## src/rtl/sleep_ctrl_pkg.sv

```systemverilog
// package: register map, mode codes and timing for the sleep controller
// Notes on behaviour
// mode field: 000 idle, 001 noise-red, 010 pwr-down, 011 pwr-save, 110 standby
// core sleeps only if permit bit is one when sleep executes
// power-save stops all clocks except the async timer clock
// standby needs code 110 and crystal option; main oscillator keeps running
// standby wake-up resumes execution after 6 clock cycles
// async clock and timer oscillator only run when async select is set; the async clock enable resets high regardless
// external irq pins wake from deep modes only when level-configured
// per-mode wake-up source sets as tabulated
// an enabled converter stays enabled in every sleep mode
// converter re-enabled after off makes next conversion extended
// software should disable converter before sleep
// software should disable comparator before noise-red or unneeded idle
// comparator disabled automatically outside idle and noise-reduction
// reference stays on for a comparator using it, unless comparator off
// fuse-enabled brown-out detector runs in every sleep mode
// an enabled watchdog keeps running in every sleep mode
// reference enabled only while brown-out, comparator or converter needs it
// software waits reference start-up unless it stayed on
// input buffers off when io and converter clocks both stop
// software should set pins for minimum power before sleep
package sleep_ctrl_pkg;

	typedef enum logic [2:0] {
		MODE_IDLE    = 3'b000,
		MODE_NOISE   = 3'b001,
		MODE_PDOWN   = 3'b010,
		MODE_PSAVE   = 3'b011,
		MODE_RSVD4   = 3'b100,
		MODE_RSVD5   = 3'b101,
		MODE_STANDBY = 3'b110,
		MODE_RSVD7   = 3'b111
	} sleep_mode_e;

	typedef enum logic [1:0] {
		ST_RUN   = 2'b00,
		ST_SLEEP = 2'b01,
		ST_WAKE  = 2'b10
	} sleep_state_e;

	// register byte addresses
	localparam logic [11:0] ADDR_CTRL   = 12'h000;
	localparam logic [11:0] ADDR_PERIPH = 12'h004;
	localparam logic [11:0] ADDR_STATUS = 12'h008;

	// control register fields
	localparam int CTRL_PERMIT   = 0;
	localparam int CTRL_MODE_LO  = 1;
	localparam int CTRL_CRYSTAL  = 4;
	localparam int CTRL_ASYNC    = 5;
	localparam int CTRL_LVL0     = 6;
	localparam int CTRL_LVL1     = 7;
	localparam logic [7:0] CTRL_RESET = 8'h00;

	// peripheral register fields
	localparam int PER_CONV   = 0;
	localparam int PER_CMP    = 1;
	localparam int PER_CMPREF = 2;
	localparam int PER_WDOG   = 3;
	localparam logic [3:0] PER_RESET = 4'h0;

	// wake-up source index
	localparam int WK_IRQ0  = 0;
	localparam int WK_IRQ1  = 1;
	localparam int WK_ADDR  = 2;
	localparam int WK_TMR2  = 3;
	localparam int WK_NVM   = 4;
	localparam int WK_CONV  = 5;
	localparam int WK_OTHER = 6;
	localparam int WK_N     = 7;

	localparam int STANDBY_WAKE_CYCLES = 6;
	localparam int CLK_HZ = 50_000_000;

	typedef struct packed {
		logic core;
		logic progmem;
		logic io;
		logic conv;
		logic async_t;
	} clk_en_s;

	typedef struct packed {
		logic main_osc;
		logic timer_osc;
		logic conv;
		logic cmp;
		logic vref;
		logic bod;
		logic wdog;
		logic inbuf;
	} power_en_s;

endpackage

```

## src/rtl/sleep_ctrl.sv

```systemverilog
// sleep-mode clock gating and power enable controller with an APB slave
`timescale 1ns/100ps
module sleep_ctrl
	import sleep_ctrl_pkg::*;
(
	input  wire logic              mclk,
	input  wire logic              resetn,
	input  wire logic              psel,
	input  wire logic              penable,
	input  wire logic              pwrite,
	input  wire logic [11:0]       paddr,
	input  wire logic [31:0]       pwdata,
	output logic                   pready,
	output logic [31:0]            prdata,
	output logic                   pslverr,
	input  wire logic              sleep_exec,
	input  wire logic              brownout_enable_fuse,
	input  wire logic [WK_N-1:0]   wake_req,
	output clk_en_s                clk_en,
	output power_en_s              pwr_en,
	output logic                   core_resume,
	output logic                   conv_extended
);

	// ******************************************************************
	// registers and bus
	// ******************************************************************
	logic [7:0]   ctrl;
	logic [3:0]   periph;
	sleep_state_e state;
	sleep_mode_e  cur_mode;
	logic [2:0]   wake_cnt;
	logic         conv_was_on;

	wire          acc     = psel && penable;
	wire          wr      = acc && pwrite;
	wire          hit_ctl = (paddr == ADDR_CTRL);
	wire          hit_per = (paddr == ADDR_PERIPH);
	wire          hit_st  = (paddr == ADDR_STATUS);
	wire          mapped  = hit_ctl || hit_per || hit_st;
	wire logic [31:0] rd_mux;
	assign rd_mux = hit_ctl ? {24'h000000, ctrl} :
		hit_per ? {28'h0000000, periph} :
		hit_st  ? {26'h0000000, conv_was_on, wake_cnt, state} :
		32'h00000000;

	wire sleep_mode_e sel_mode = sleep_mode_e'(ctrl[CTRL_MODE_LO +: 3]);
	wire          asel     = ctrl[CTRL_ASYNC];
	wire          xtal     = ctrl[CTRL_CRYSTAL];
	// reserved codes and standby without a crystal do not sleep at all
	wire          mode_ok  = (sel_mode == MODE_IDLE) ||
		(sel_mode == MODE_NOISE) || (sel_mode == MODE_PDOWN) ||
		(sel_mode == MODE_PSAVE) ||
		((sel_mode == MODE_STANDBY) && xtal);
	wire          go_sleep = (state == ST_RUN) && sleep_exec &&
		ctrl[CTRL_PERMIT] && mode_ok;
	wire          asleep   = (state == ST_SLEEP);

	// ******************************************************************
	// wake-up source gating
	// ******************************************************************
	wire          deep   = (cur_mode != MODE_IDLE);
	// edge-configured external pins never wake from the deeper modes
	wire          irq_ok = (wake_req[WK_IRQ0] &&
		(!deep || ctrl[CTRL_LVL0])) ||
		(wake_req[WK_IRQ1] && (!deep || ctrl[CTRL_LVL1]));
	logic         wake_hit;
	always_comb begin
		wake_hit = 1'b0;
		case (cur_mode)
			MODE_IDLE:    wake_hit = |wake_req;
			MODE_NOISE:   wake_hit = irq_ok || wake_req[WK_ADDR] ||
				(wake_req[WK_TMR2] && asel) || wake_req[WK_NVM] ||
				wake_req[WK_CONV];
			MODE_PSAVE:   wake_hit = irq_ok || wake_req[WK_ADDR] ||
				(wake_req[WK_TMR2] && asel);
			default:      wake_hit = irq_ok || wake_req[WK_ADDR];
		endcase
	end

	// ******************************************************************
	// clock and power enables per mode
	// ******************************************************************
	clk_en_s      next_clk;
	power_en_s    next_pwr;
	wire          conv_on = periph[PER_CONV];
	wire          cmp_cfg = periph[PER_CMP];
	logic         cmp_live;
	always_comb begin
		next_clk = '{core: 1'b1, progmem: 1'b1, io: 1'b1, conv: 1'b1,
			async_t: asel};
		next_pwr.main_osc  = 1'b1;
		next_pwr.timer_osc = asel;
		cmp_live = cmp_cfg;
		if (asleep) begin
			next_clk.core    = 1'b0;
			next_clk.progmem = 1'b0;
			next_clk.io      = (cur_mode == MODE_IDLE);
			next_clk.conv    = (cur_mode == MODE_IDLE) ||
				(cur_mode == MODE_NOISE);
			next_clk.async_t = asel && ((cur_mode == MODE_IDLE) ||
				(cur_mode == MODE_NOISE) ||
				(cur_mode == MODE_PSAVE));
			next_pwr.timer_osc = next_clk.async_t;
			next_pwr.main_osc  = (cur_mode == MODE_IDLE) ||
				(cur_mode == MODE_NOISE) ||
				(cur_mode == MODE_STANDBY);
			cmp_live = cmp_cfg && ((cur_mode == MODE_IDLE) ||
				(cur_mode == MODE_NOISE));
		end
		next_pwr.conv  = conv_on;
		next_pwr.cmp   = cmp_live;
		next_pwr.bod   = brownout_enable_fuse;
		next_pwr.wdog  = periph[PER_WDOG];
		// a comparator on the reference keeps it alive even when auto-off
		next_pwr.vref  = brownout_enable_fuse || conv_on ||
			cmp_live || (cmp_cfg && periph[PER_CMPREF]);
		next_pwr.inbuf = next_clk.io || next_clk.conv;
	end

	// ******************************************************************
	// sequencing
	// ******************************************************************
	always_ff @(posedge mclk or negedge resetn) begin
		if (!resetn) begin
			state    <= ST_RUN;
			cur_mode <= MODE_IDLE;
			wake_cnt <= 3'h0;
		end else begin
			case (state)
				ST_RUN: begin
					if (go_sleep) begin
						state    <= ST_SLEEP;
						cur_mode <= sel_mode;
					end
				end
				ST_SLEEP: begin
					if (wake_hit) begin
						if (cur_mode == MODE_STANDBY) begin
							state    <= ST_WAKE;
							// the load edge and the final zero edge both
							// count, so resume shows on the sixth edge
							wake_cnt <= 3'(STANDBY_WAKE_CYCLES - 2);
						end else begin
							state <= ST_RUN;
						end
					end
				end
				ST_WAKE: begin
					if (wake_cnt == 3'h0) begin
						state <= ST_RUN;
					end else begin
						wake_cnt <= wake_cnt - 3'h1;
					end
				end
				default: state <= ST_RUN;
			endcase
		end
	end

	always_ff @(posedge mclk or negedge resetn) begin
		if (!resetn) begin
			ctrl   <= CTRL_RESET;
			periph <= PER_RESET;
		end else if (wr && hit_ctl) begin
			ctrl <= pwdata[7:0];
		end else if (wr && hit_per) begin
			periph <= pwdata[3:0];
		end
	end

	// extended flag: set on converter re-enable, cleared while software
	// holds the converter bit low; the first enable after reset counts too
	wire conv_rise = conv_on && !conv_was_on;
	always_ff @(posedge mclk or negedge resetn) begin
		if (!resetn) begin
			conv_was_on   <= 1'b0;
			conv_extended <= 1'b0;
		end else begin
			conv_was_on <= conv_on;
			if (conv_rise) begin
				conv_extended <= 1'b1;
			end else if (!conv_on) begin
				conv_extended <= 1'b0;
			end
		end
	end

	always_ff @(posedge mclk or negedge resetn) begin
		if (!resetn) begin
			pready      <= 1'b0;
			prdata      <= 32'h00000000;
			pslverr     <= 1'b0;
			clk_en      <= '{default: 1'b1};
			pwr_en      <= '{main_osc: 1'b1, default: 1'b0};
			core_resume <= 1'b0;
		end else begin
			pready      <= psel && !penable;
			prdata      <= rd_mux;
			pslverr     <= psel && !penable && !mapped;
			clk_en      <= next_clk;
			pwr_en      <= next_pwr;
			core_resume <= ((state == ST_WAKE) && (wake_cnt == 3'h0)) ||
				(asleep && wake_hit && (cur_mode != MODE_STANDBY));
		end
	end
endmodule // sleep_ctrl

```

## config.mk

```make
export PLATFORM = sky130hd
export DESIGN_NAME = sleep_ctrl
export DESIGN_NICKNAME = d
export VERILOG_FILES = /design/src/rtl/sleep_ctrl_pkg.sv /design/src/rtl/sleep_ctrl.sv
export SDC_FILE = /design/constraint.sdc
export NUM_CORES = 1
export LEC_CHECK = 0
export BUFFER_PORTS_ARGS = -buffer_cell sky130_fd_sc_hd__buf_2
export CAP_MARGIN = 20
export CORE_MARGIN = 8
export CORE_UTILIZATION = 30
export DETAILED_ROUTE_END_ITERATION = 10
export SETUP_SLACK_MARGIN = 0.15
export SKIP_CTS_REPAIR_TIMING = 1
export SLEW_MARGIN = 0
export SYNTH_ARGS = -nofsm -noshare
export SYNTH_HDL_FRONTEND = slang
export SYNTH_SLANG_ARGS = --single-unit
export TNS_END_PERCENT = 20
```

## constraint.sdc

```tcl
create_clock -name mclk -period 1.55 [get_ports mclk]
set_input_delay 0.31 -clock mclk [delete_from_list [all_inputs] [get_ports mclk]]
set_output_delay 0.31 -clock mclk [all_outputs]
set_load 0.05 [all_outputs]
```

# Word-level counts from Yosys, hierarchy flattened
# Cells that the tools add are included.
totals:
  output_inout_bits: 49
  inputBits: 58
  register_bits: 45
  elab_cells: 118
op_classes:
  eq_ne: 18
  bitwise: 1
  add_sub_neg: 1
  n_reduce_logical: 57
  n_mux: 18
ops:
  columns: ["operator", "count"]
  rows:
  - ["1-bit logical OR", 21]
  - ["1-bit logical AND", 20]
  - ["12-bit by 3-bit equality test with 1-bit output, second input constant", 1]
  - ["12-bit by 4-bit equality test with 1-bit output, second input constant", 1]
  - ["12-bit logical NOT", 1]
  - ["6-bit 2-to-1 mux", 2]
  - ["2-bit 2-to-1 mux", 5]
  - ["3-bit by 2-bit equality test with 1-bit output, second input constant", 3]
  - ["3-bit logical NOT", 3]
  - ["3-bit 2-to-1 mux", 3]
  - ["8-bit 2-to-1 mux", 1]
  - ["2-bit by 1-bit != test with 1-bit output, second input constant", 4]
  - ["7-bit OR reduction", 1]
  - ["3-bit by 1-bit equality test with 1-bit output, second input constant", 2]
  - ["3-bit equality test, second input constant", 2]
  - ["2-bit case mux with 3 select lines", 1]
  - ["3-bit case mux with 2 select lines", 1]
  - ["5-bit 2-to-1 mux", 1]
  - ["1-bit logical NOT", 4]
  - ["2-bit != test, second input constant", 2]
  - ["2-bit AND reduction", 2]
  - ["4-bit AND reduction", 1]
  - ["1-bit 2-to-1 mux", 3]
  - ["3-bit != test, second input constant", 1]
  - ["9 further kinds", 9]

# Logic depth before layout (Yosys ltp)
# Gate-level depths: netlist of the first run.
logic_depth:
  word_depth: 13
  mapped_depth: 6

# Least setup slack after synthesis of the first run
# No wires, ideal clock.
synth_timing:
  path_type: "in2reg"
  start: "input port paddr[1]"
  end: "register ctrl[0]"
  cell_stages: 5
  required_ns: 1.425
  n_path_buf: 1
  setup_ns: 0.125
  arrival_ns: 1.506
  setup_slack_ns: -0.081
  path_cell_list: "nor4_1 > nand3_1 > buf_6 > nor3_4 > mux2_2"
synth_via:
  elab_chain_len: 2
synth_lines:
  columns: ["item", "line_no", "source"]
  rows:
  - ["start, declared", "sleep_ctrl.sv:11", "input wire logic [11:0] paddr,"]
  - ["12-bit logical NOT", "sleep_ctrl.sv:37", "wire hit_ctl = (paddr == ADDR_CTRL);"]
  - ["1-bit logical AND", "sleep_ctrl.sv:165", "end else if (wr && hit_ctl) begin"]
  - ["end signal, assigned", "sleep_ctrl.sv:166", "ctrl <= pwdata[7:0];"]
  - ["end, declared", "sleep_ctrl.sv:28", "logic [7:0] ctrl;"]
# No other way between the ends.
# A chain may end at the register's enable or synchronous reset.

# Worst setup path in the final report of the first run
layout_timing:
  start: "input port paddr[1]"
  end: "register periph[0]"
layout_via:
  elab_chain_len: 4
  elab_cells_between_ends: 6
  cone_classes: "eq/ne: 1; bitwise: 1; reduce/logical: 4"
layout_lines:
  columns: ["item", "line_no", "source"]
  rows:
  - ["12-bit logical NOT", "sleep_ctrl.sv:37", null]
  - ["1-bit logical AND", "sleep_ctrl.sv:165", null]
  - ["1-bit inverter (no source line)", null, null]
  - ["2-bit AND reduction (no source line) (*)", null, null]
  - ["end signal, assigned", "sleep_ctrl.sv:168", "periph <= pwdata[3:0];"]
  - ["end, declared", "sleep_ctrl.sv:29", "logic [3:0] periph;"]
# Every way passes the cells marked *; elsewhere a longest branch is shown, timed or not.

==> results of run 1 <==
==> worst max-delay path, stage by stage <==
cell and delay, ps:
buf_2 110, nor4_4 280, nand3_2 170, or3_4 440, mux2_2 280
==> logic make-up (layout without fill, tap and decap cells) <==
| family | Yosys count | after routing | share of synthesized area |
|---|---|---|---|
| adder cells (fa/ha/maj) | 2 | 2 | 0.0123 |
| AND/OR/NAND/NOR | 48 | 48 | 0.131 |
| AO/OA/AOI/OAI | 31 | 31 | 0.0962 |
| other | 1 | 24 | 0.00185 |
| flip-flops | 44 | 44 | 0.546 |
| buffers and inverters | 35 | 92 | 0.117 |
| multiplexers | 18 | 18 | 0.0962 |
==> final cells by class <==
| cell class | instances | area (um^2) |
|---|---|---|
| fillers | 683 | 4010 |
| flip-flops and latches | 44 | 1110 |
| multi-input cells | 123 | 861 |
| repair buffers | 78 | 472 |
| well taps | 80 | 100 |
| clock buffers | 6 | 72.6 |
| clock inverters | 2 | 35.0 |
| inverters | 6 | 22.5 |
==> cells in the mapped netlist (4+ instances only) <==
library cell	instances	area, um^2
o21ai_0	9	45.0
a21oi_1	8	40.0
inv_1	6	22.5
nand2b_1	4	25.0
nor2_1	16	60.1
buf_4	26	195
dfstp_2	5	131
nor2b_1	6	37.5
mux2_2	12	135
dfrtp_1	39	976
mux2i_1	6	60.1
==> cell usage in the layout, fill, tap and decap left out, types with 6 or more instances in the layout <==
cell type	n
buf_2	58
dfrtp_1	39
conb_1	24
nor2_1	16
buf_4	16
mux2_2	11
a21oi_1	7
inv_1	6
mux2i_1	6
==> state kept, by name, indices dropped and copies added (netlist names) <==
signal / count
core_resume: 1
pslverr: 1
clk_en: 4
pready: 1
pwr_en: 8
cur_mode: 3
wake_cnt: 3
state: 2
ctrl: 8
prdata: 8
conv_extended: 1
periph: 4
==> power by group <==
part | leakage, uW | total, uW | switching, uW | internal, uW
registers | 0.000585 | 1160 | 2.17 | 1150
logic | 0.000714 | 280 | 219 | 61.4
clock network | 0.0000552 | 869 | 391 | 479
total | 0.00135 | 2310 | 612 | 1690
==> worst max-delay path by stage <==
stage                start           to
5_1_grt        wake_cnt[0]  wake_cnt[0]
2_1_floorplan     paddr[1]      ctrl[0]
3_3_place_gp      paddr[1]    periph[3]
3_5_place_dp      paddr[1]    periph[0]
6_report          paddr[1]    periph[0]
4_1_cts        cur_mode[2]  wake_cnt[1]
==> through the flow <==
step	TNS (ps)	area, um^2	hold WS [ps]	total power (uW)
CTS	-114	2590	-16.3	2320
detailed placement	-2930	2480	308	1450
finish	0	2670	139	2310
global route	0	2670	129	2400
global placement	-2640	2480	306	1450
floorplan	-225	2150	14.4	1400
==> routing by layer <==
| metal | wire length, um | track usage | up-vias |
|---|---|---|---|
| li1 | - | - | 732 |
| met1 | 2010 | 0.114 | 757 |
| met2 | 2370 | 0.157 | 48 |
| met3 | 409 | 0.0491 | 6 |
| met4 | 65 | 0.0319 | 0 |
| met5 | 0 | 0 | - |
==> flow_metrics.tcl, run 1 <==
set metrics [dict create \
    status "completed" \
    cp-end-kind "flop" \
    drt_wl_total_um 4850 \
    crit_type "in -> reg" \
    root_buffer "clkbuf_8" \
    drt_iter0_drc 25 \
    grt_max_degree 45 \
    worstSkewPairLatency_ps 300 \
    clockBufferDepth 2 \
    via_per_inst 4.55 \
    die_h_um 98.3 \
    rsz0062_at_grt "true" \
    gp_congestion 0.774 \
    grt.overflow.total 0 \
    dieArea_um2 9650 \
    synth_edf_count 0 \
    cts_sinks 44 \
    period_share 0.911 \
    crit_path_max_fanout 4 \
    regToRegEndpoint "wake_cnt[0]" \
    yosysSeqAreaShare 0.546 \
    cts-htree-levels 2 \
    cp.arrival_ps 1590 \
    syn_inst 179 \
    grtUsageTotal 0.0992 \
    avgSynthCellArea_um2 11.3 \
    startpoint_type "input port" \
    grt_pass1_wl_um 7690 \
    start_util 0.304 \
    wl_per_cell_um 14.3 \
    maxSlewViolCount 0 \
    worstHoldStart "brownout_enable_fuse" \
    core_region_area_um2 6680 \
    numPortBuffers 58 \
    layout_setup_ws_ps 138 \
    ys.flop_type "dfrtp_1" \
    fmax_ghz 0.708 \
    grt_pass1_vias 1592 \
    nets 318 \
    path_clk_slew_ps 80 \
    cap_viol_max_count 0 \
    drcViolationCount 0 \
    syn_to_final_growth_pct 31.6 \
    antenna_found_initial 0 \
    vias 1543 \
    hold_violations 0 \
    whs_endpoint "pwr_en[2]" \
    synth_area_um2 2030 \
    placementRows 30 \
    powerDensity_nw_per_um2 863 \
    finalSetupViolations 0 \
    ios 107 \
    final.min_clock_period_ps 1410 \
    final_core_util 0.400 \
    fp.dieW_um 98.3 \
    ys_ff_latch 44 \
    diodes 0 \
    async_flop_share 1.00 \
    rrSetupSlack_ps 210 \
    drive_gt1_frac 0.444 \
    fin_worst_skew_ps 6.96 \
    cts_tree "built" \
    yosysWarnings 0 \
    firstDrtPassIters 3 \
    hold_class "in -> reg" \
    hold-path-cell-count 1 \
    required_ps 1730 \
    vdd_drop_max_uv 288 \
    stdcell_count 339 \
    ant_nets 0 \
    cts_made_buffers 5 \
    r2r-start "wake_cnt[1]" \
    hpwl_um 3670 \
    place_ws_ps -270 \
    place_inst 328 \
    ys_types 38 \
    p_leak_uw 0.00135 \
    reg2reg_depth 6 \
]
(Power assumes the default switching activity.)
==> inputs of run 2 (changes only) <==
--- a/config.mk
+++ b/config.mk
@@ -7,6 +7,7 @@
 export LEC_CHECK = 0
 export BUFFER_PORTS_ARGS = -buffer_cell sky130_fd_sc_hd__buf_2
 export CAP_MARGIN = 20
+export CORE_ASPECT_RATIO = 1.1
 export CORE_MARGIN = 8
 export CORE_UTILIZATION = 30
 export DETAILED_ROUTE_END_ITERATION = 10
==> flow_metrics.tcl, run 2 (synthesized netlist as in run 1, its figures left out) <==
set metrics [dict create \
    status "completed" \
    powerDensity_nw_per_um2 819 \
    place_ws_ps -257 \
    vdd_drop_max_uv 368 \
    antenna_found_initial 0 \
    start_util 0.310 \
    drive_gt1_frac 0.436 \
    vias 1492 \
    numPortBuffers 58 \
    grt_max_degree 25 \
    rrSetupSlack_ps 210 \
    grt_pass1_wl_um 7440 \
    fmax_ghz 0.719 \
    wl_per_cell_um 13.2 \
    placed_area_um2 2480 \
    cts-htree-levels 2 \
    drcViolationCount 0 \
    met1_usage 0.112 \
    ant_nets 0 \
    layout_setup_ws_ps 159 \
    gp_congestion 0.797 \
    grt.overflow.total 0 \
    cts_made_buffers 5 \
    path_cells "buf_2 > nor4_4 > nand3_2 > or3_4 > mux2_2" \
    placementRows 31 \
    grt_pass1_vias 1576 \
    slowest_stage "or3_4" \
    core_region_area_um2 6560 \
    critical-path-top-delay-family "simple AND/OR/NAND/NOR gates" \
    reg_top3 "ctrl: 8 flops, prdata: 8 flops, pwr_en: 8 flops" \
    final.min_clock_period_ps 1390 \
    fin_worst_skew_ps 4.91 \
    drt_wl_total_um 4500 \
    met3_usage 0.0375 \
    ios 107 \
    diodes 0 \
    drt_iter0_drc 58 \
    grt-busiest-layer "met2" \
    met2_usage 0.159 \
    rsz0062_at_grt "true" \
    startpoint_type "input port" \
    final_cell_mix "buf_2, dfrtp_1, conb_1" \
    crit_path_max_fanout 4 \
    finalSetupViolations 0 \
    fp.dieW_um 94.4 \
    firstDrtPassIters 4 \
    worstSkewPairLatency_ps 290 \
    hold_class "in -> reg" \
    cts_tree "built" \
    cap_viol_max_count 0 \
    fin_area_um2 2630 \
    die_h_um 102 \
    grtUsageTotal 0.0981 \
    crit_type "in -> reg" \
    clockBufferDepth 2 \
    path_clk_slew_ps 80 \
    maxSlewViolCount 0 \
    hold_violations 0 \
    critPathBufInv 1 \
    required_ps 1730 \
    syn_to_final_growth_pct 29.5 \
    period_share 0.897 \
    root_buffer "clkbuf_8" \
    max_stage_delay_ps 430 \
    hpwl_um 3690 \
    cp-end-kind "flop" \
    cp.arrival_ps 1570 \
    via_per_inst 4.38 \
    dieArea_um2 9660 \
    final_common_cell "buf_2" \
    nets 318 \
    p_leak_uw 0.00134 \
    cts_sinks 44 \
]
[run 2: changes by cell type in the layout (fill, tap and decap cells not counted), sizes merged]
| cell | delta |
|---|---|
| clkinvlp | +1 |
| clkbuf | +1 |
| bufinv | -1 |
| clkinv | -1 |
[run 2: path summary, 6_finish.rpt]
kind,endpoint,depth (start not counted),from
setup / recovery,periph[2],5,paddr[1]
hold / removal,pwr_en[2],1,brownout_enable_fuse
setup reg to reg,wake_cnt[2],4,cur_mode[0]
hold reg to reg,pwr_en[1],0,periph[3]
max in group asynchronous,clk_en[2],3,resetn
min in group asynchronous,pwr_en[2],3,resetn
[run 2: report_power, final]
part / switching (uW) / internal [uW] / leakage [uW]
Clock: 360 / 362 / 0.0000445
Sequential: 1.95 / 1150 / 0.000585
Combinational: 217 / 58.8 / 0.000706
[run 2: area by class of cell]
type,instances,area (um^2)
inverters,6,22.5
fillers,653,3930
multi-input cells,123,847
clock buffers,7,86.3
clock inverters,1,7.51
well taps,82,103
flip-flops and latches,44,1110
repair buffers,78,455
[run 2: through the flow]
step,power [uW],cells,hold slack [ps],util,setup TNS [ps]
after floorplan,1400,202,14.4,-,-225
after global placement,1450,331,303,0.378,-2400
after detailed placement,1450,331,305,0.378,-2460
after CTS,2180,339,-14.3,0.392,0
after global routing,2260,341,126,0.401,0
final,2150,341,141,0.401,0
[run 2: routing by layer]
layer / wire length (um) / share of wire / vias to the layer above
met5: 0 / 0 / -
met4: 74 / 0.016 / 0
met3: 428 / 0.095 / 4
met2: 2200 / 0.49 / 51
met1: 1790 / 0.40 / 708
li1: - / - / 729
[run 2: worst reg2reg max path, cell delays in order, from the launching register on]
cell and delay (ps):
dfrtp_1 420, nor2b_1 170, a31oi_2 270, nand4_1 180, o21a_1 200
==> inputs of run 3 (changes only) <==
--- a/config.mk
+++ b/config.mk
@@ -5,6 +5,7 @@
 export SDC_FILE = /design/constraint.sdc
 export NUM_CORES = 1
 export LEC_CHECK = 0
+export ABC_AREA = 1
 export BUFFER_PORTS_ARGS = -buffer_cell sky130_fd_sc_hd__buf_2
 export CAP_MARGIN = 20
 export CORE_ASPECT_RATIO = 1.1
==> flow_metrics.tcl, run 3 <==
set metrics [dict create \
    via_per_inst 4.18 \
    period_share 0.898 \
    core_region_area_um2 6930 \
    firstDrtPassIters 4 \
    ys.flop_type "dfrtp_1" \
    syn_to_final_growth_pct 20.6 \
    yosysSeqAreaShare 0.526 \
    async_flop_share 1.00 \
    met3_wirelength_um 358 \
    hold_class "in -> reg" \
    grtUsageTotal 0.0969 \
    path_cells "buf_2" \
    critical-path-top-delay-family "flip-flops" \
    die_h_um 104 \
    cts_made_buffers 5 \
    reg2reg_depth 7 \
    p_leak_uw 0.00136 \
    gp_congestion 0.816 \
    maxSlewViolCount 0 \
    worstHoldStart "brownout_enable_fuse" \
    startpoint_type "flop" \
    hold_violations 0 \
    synth_edf_count 0 \
    avgSynthCellArea_um2 8.81 \
    crit_end "clk_en[3]" \
    synth_area_leaders "dfrtp_1, nand2_1, buf_4" \
    place_ws_ps 123 \
    crit_start "clk_en[4]" \
    final_common_cell "buf_2" \
    rsz0062_at_grt "true" \
    wl_per_cell_um 11.9 \
    rrSetupSlack_ps 260 \
    cp-end-kind "output port" \
    cap_viol_max_count 0 \
    fin_worst_skew_ps 11.4 \
    cts_tree "built" \
    synth_common_cells "nand2_1, dfrtp_1, inv_1, buf_4, nor2_1" \
    cp.arrival_ps 1080 \
    grt_pass1_vias 1720 \
    wl_met1_um 1840 \
    syn_inst 239 \
    ys_ff_latch 44 \
    yosysMostFrequentCell "nand2_1" \
    cts-htree-levels 2 \
    drive_gt1_frac 0.293 \
    wl_met2_um 2380 \
    final_cell_mix "buf_2, nand2_1, dfrtp_1" \
    reg_top3 "ctrl: 8 flops, prdata: 8 flops, pwr_en: 8 flops" \
    crit_cells 1 \
    dieArea_um2 9960 \
    fillers 705 \
    r2r-start "cur_mode[2]" \
    crit_path_max_fanout 2 \
    top_layer_used "met4" \
    critPathBufInv 1 \
    path_clk_slew_ps 80 \
    finalSetupViolations 0 \
    hpwl_um 3870 \
    drcViolationCount 0 \
    vdd_drop_max_uv 332 \
    numPortBuffers 58 \
    post-synth-top-area-fraction 0.463 \
    fp.dieW_um 95.9 \
    fmax_ghz 0.719 \
    ios 107 \
    drt_wl_total_um 4650 \
    drt_iter0_drc 77 \
    start_util 0.304 \
    nets 366 \
    multi_input_area_um2 763 \
    grt.overflow.total 0 \
    regToRegEndpoint "wake_cnt[1]" \
    final.min_clock_period_ps 1390 \
    seqCellArea_um2 1110 \
    crit_type "reg -> out" \
    worstSkewPairLatency_ps 300 \
    ys_types 26 \
    layout_setup_ws_ps 159 \
    diodes 0 \
    clockBufferDepth 2 \
    powerDensity_nw_per_um2 835 \
    vias 1640 \
    slowest_stage "dfstp_2" \
    ant_nets 0 \
    antenna_found_initial 0 \
    max_stage_delay_ps 530 \
    status "completed" \
    yosys.area.top_type "dfrtp_1" \
    required_ps 1240 \
    tns_ps 0 \
    root_buffer "clkbuf_8" \
    grt_max_degree 20 \
    cts_sinks 44 \
    synth_area_um2 2110 \
    yosysWarnings 0 \
    placementRows 32 \
    grt_pass1_wl_um 7590 \
]
==> run 3: metrics by stage <==
stage | power [uW] | std cells | hold WS (ps) | utilization | area [um^2]
floorplan | 1410 | 262 | 14.4 | - | 2190
global placement | 1450 | 382 | 256 | 0.349 | 2420
detailed placement | 1450 | 382 | 260 | 0.349 | 2420
CTS | 2150 | 390 | -71.2 | 0.361 | 2500
global route | 2230 | 392 | 114 | 0.367 | 2540
finish | 2120 | 392 | 126 | 0.367 | 2540
==> run 3: how the worst min path moves through the flow <==
stage	end	slack, ps	cells after the start
6_report	pwr_en[2]	130	1
2_1_floorplan	conv_extended	10	0
5_1_grt	pwr_en[2]	110	1
4_1_cts	conv_extended	-70	1
3_3_place_gp	pwr_en[6]	260	1
3_5_place_dp	pwr_en[0]	260	1
==> run 3: cells by family (layout without fill, tap and decap cells) <==
logic type	Yosys count	in the layout	synth area share
compound gates	30	30	0.0802
xor+xnor	1	1	0.00416
fa+ha+maj	2	2	0.0119
buf+inv	62	107	0.162
flops	44	44	0.526
other cells	1	24	0.00178
simple gates	99	99	0.214
==> run 3: layer usage <==
metal / track usage / up-vias
met5: 0 / -
met3: 0.0354 / 6
met1: 0.104 / 759
li1: - / 827
met4: 0.0363 / 0
met2: 0.166 / 48
==> run 3: cell type report <==
| class | count | share of cell area |
|---|---|---|
| Sequential cell | 44 | 0.436 |
| Multi-Input combinational cell | 156 | 0.301 |
| Timing Repair Buffer | 66 | 0.139 |
| Inverter | 33 | 0.0488 |
| Tap cell | 85 | 0.0419 |
| Clock buffer | 6 | 0.0286 |
| Clock inverter | 2 | 0.00493 |
==> run 3: power by group <==
part           switching [uW]  internal (uW)
registers                2.87           1160
clock network             374            315
logic                     219           54.3
total                     596           1520
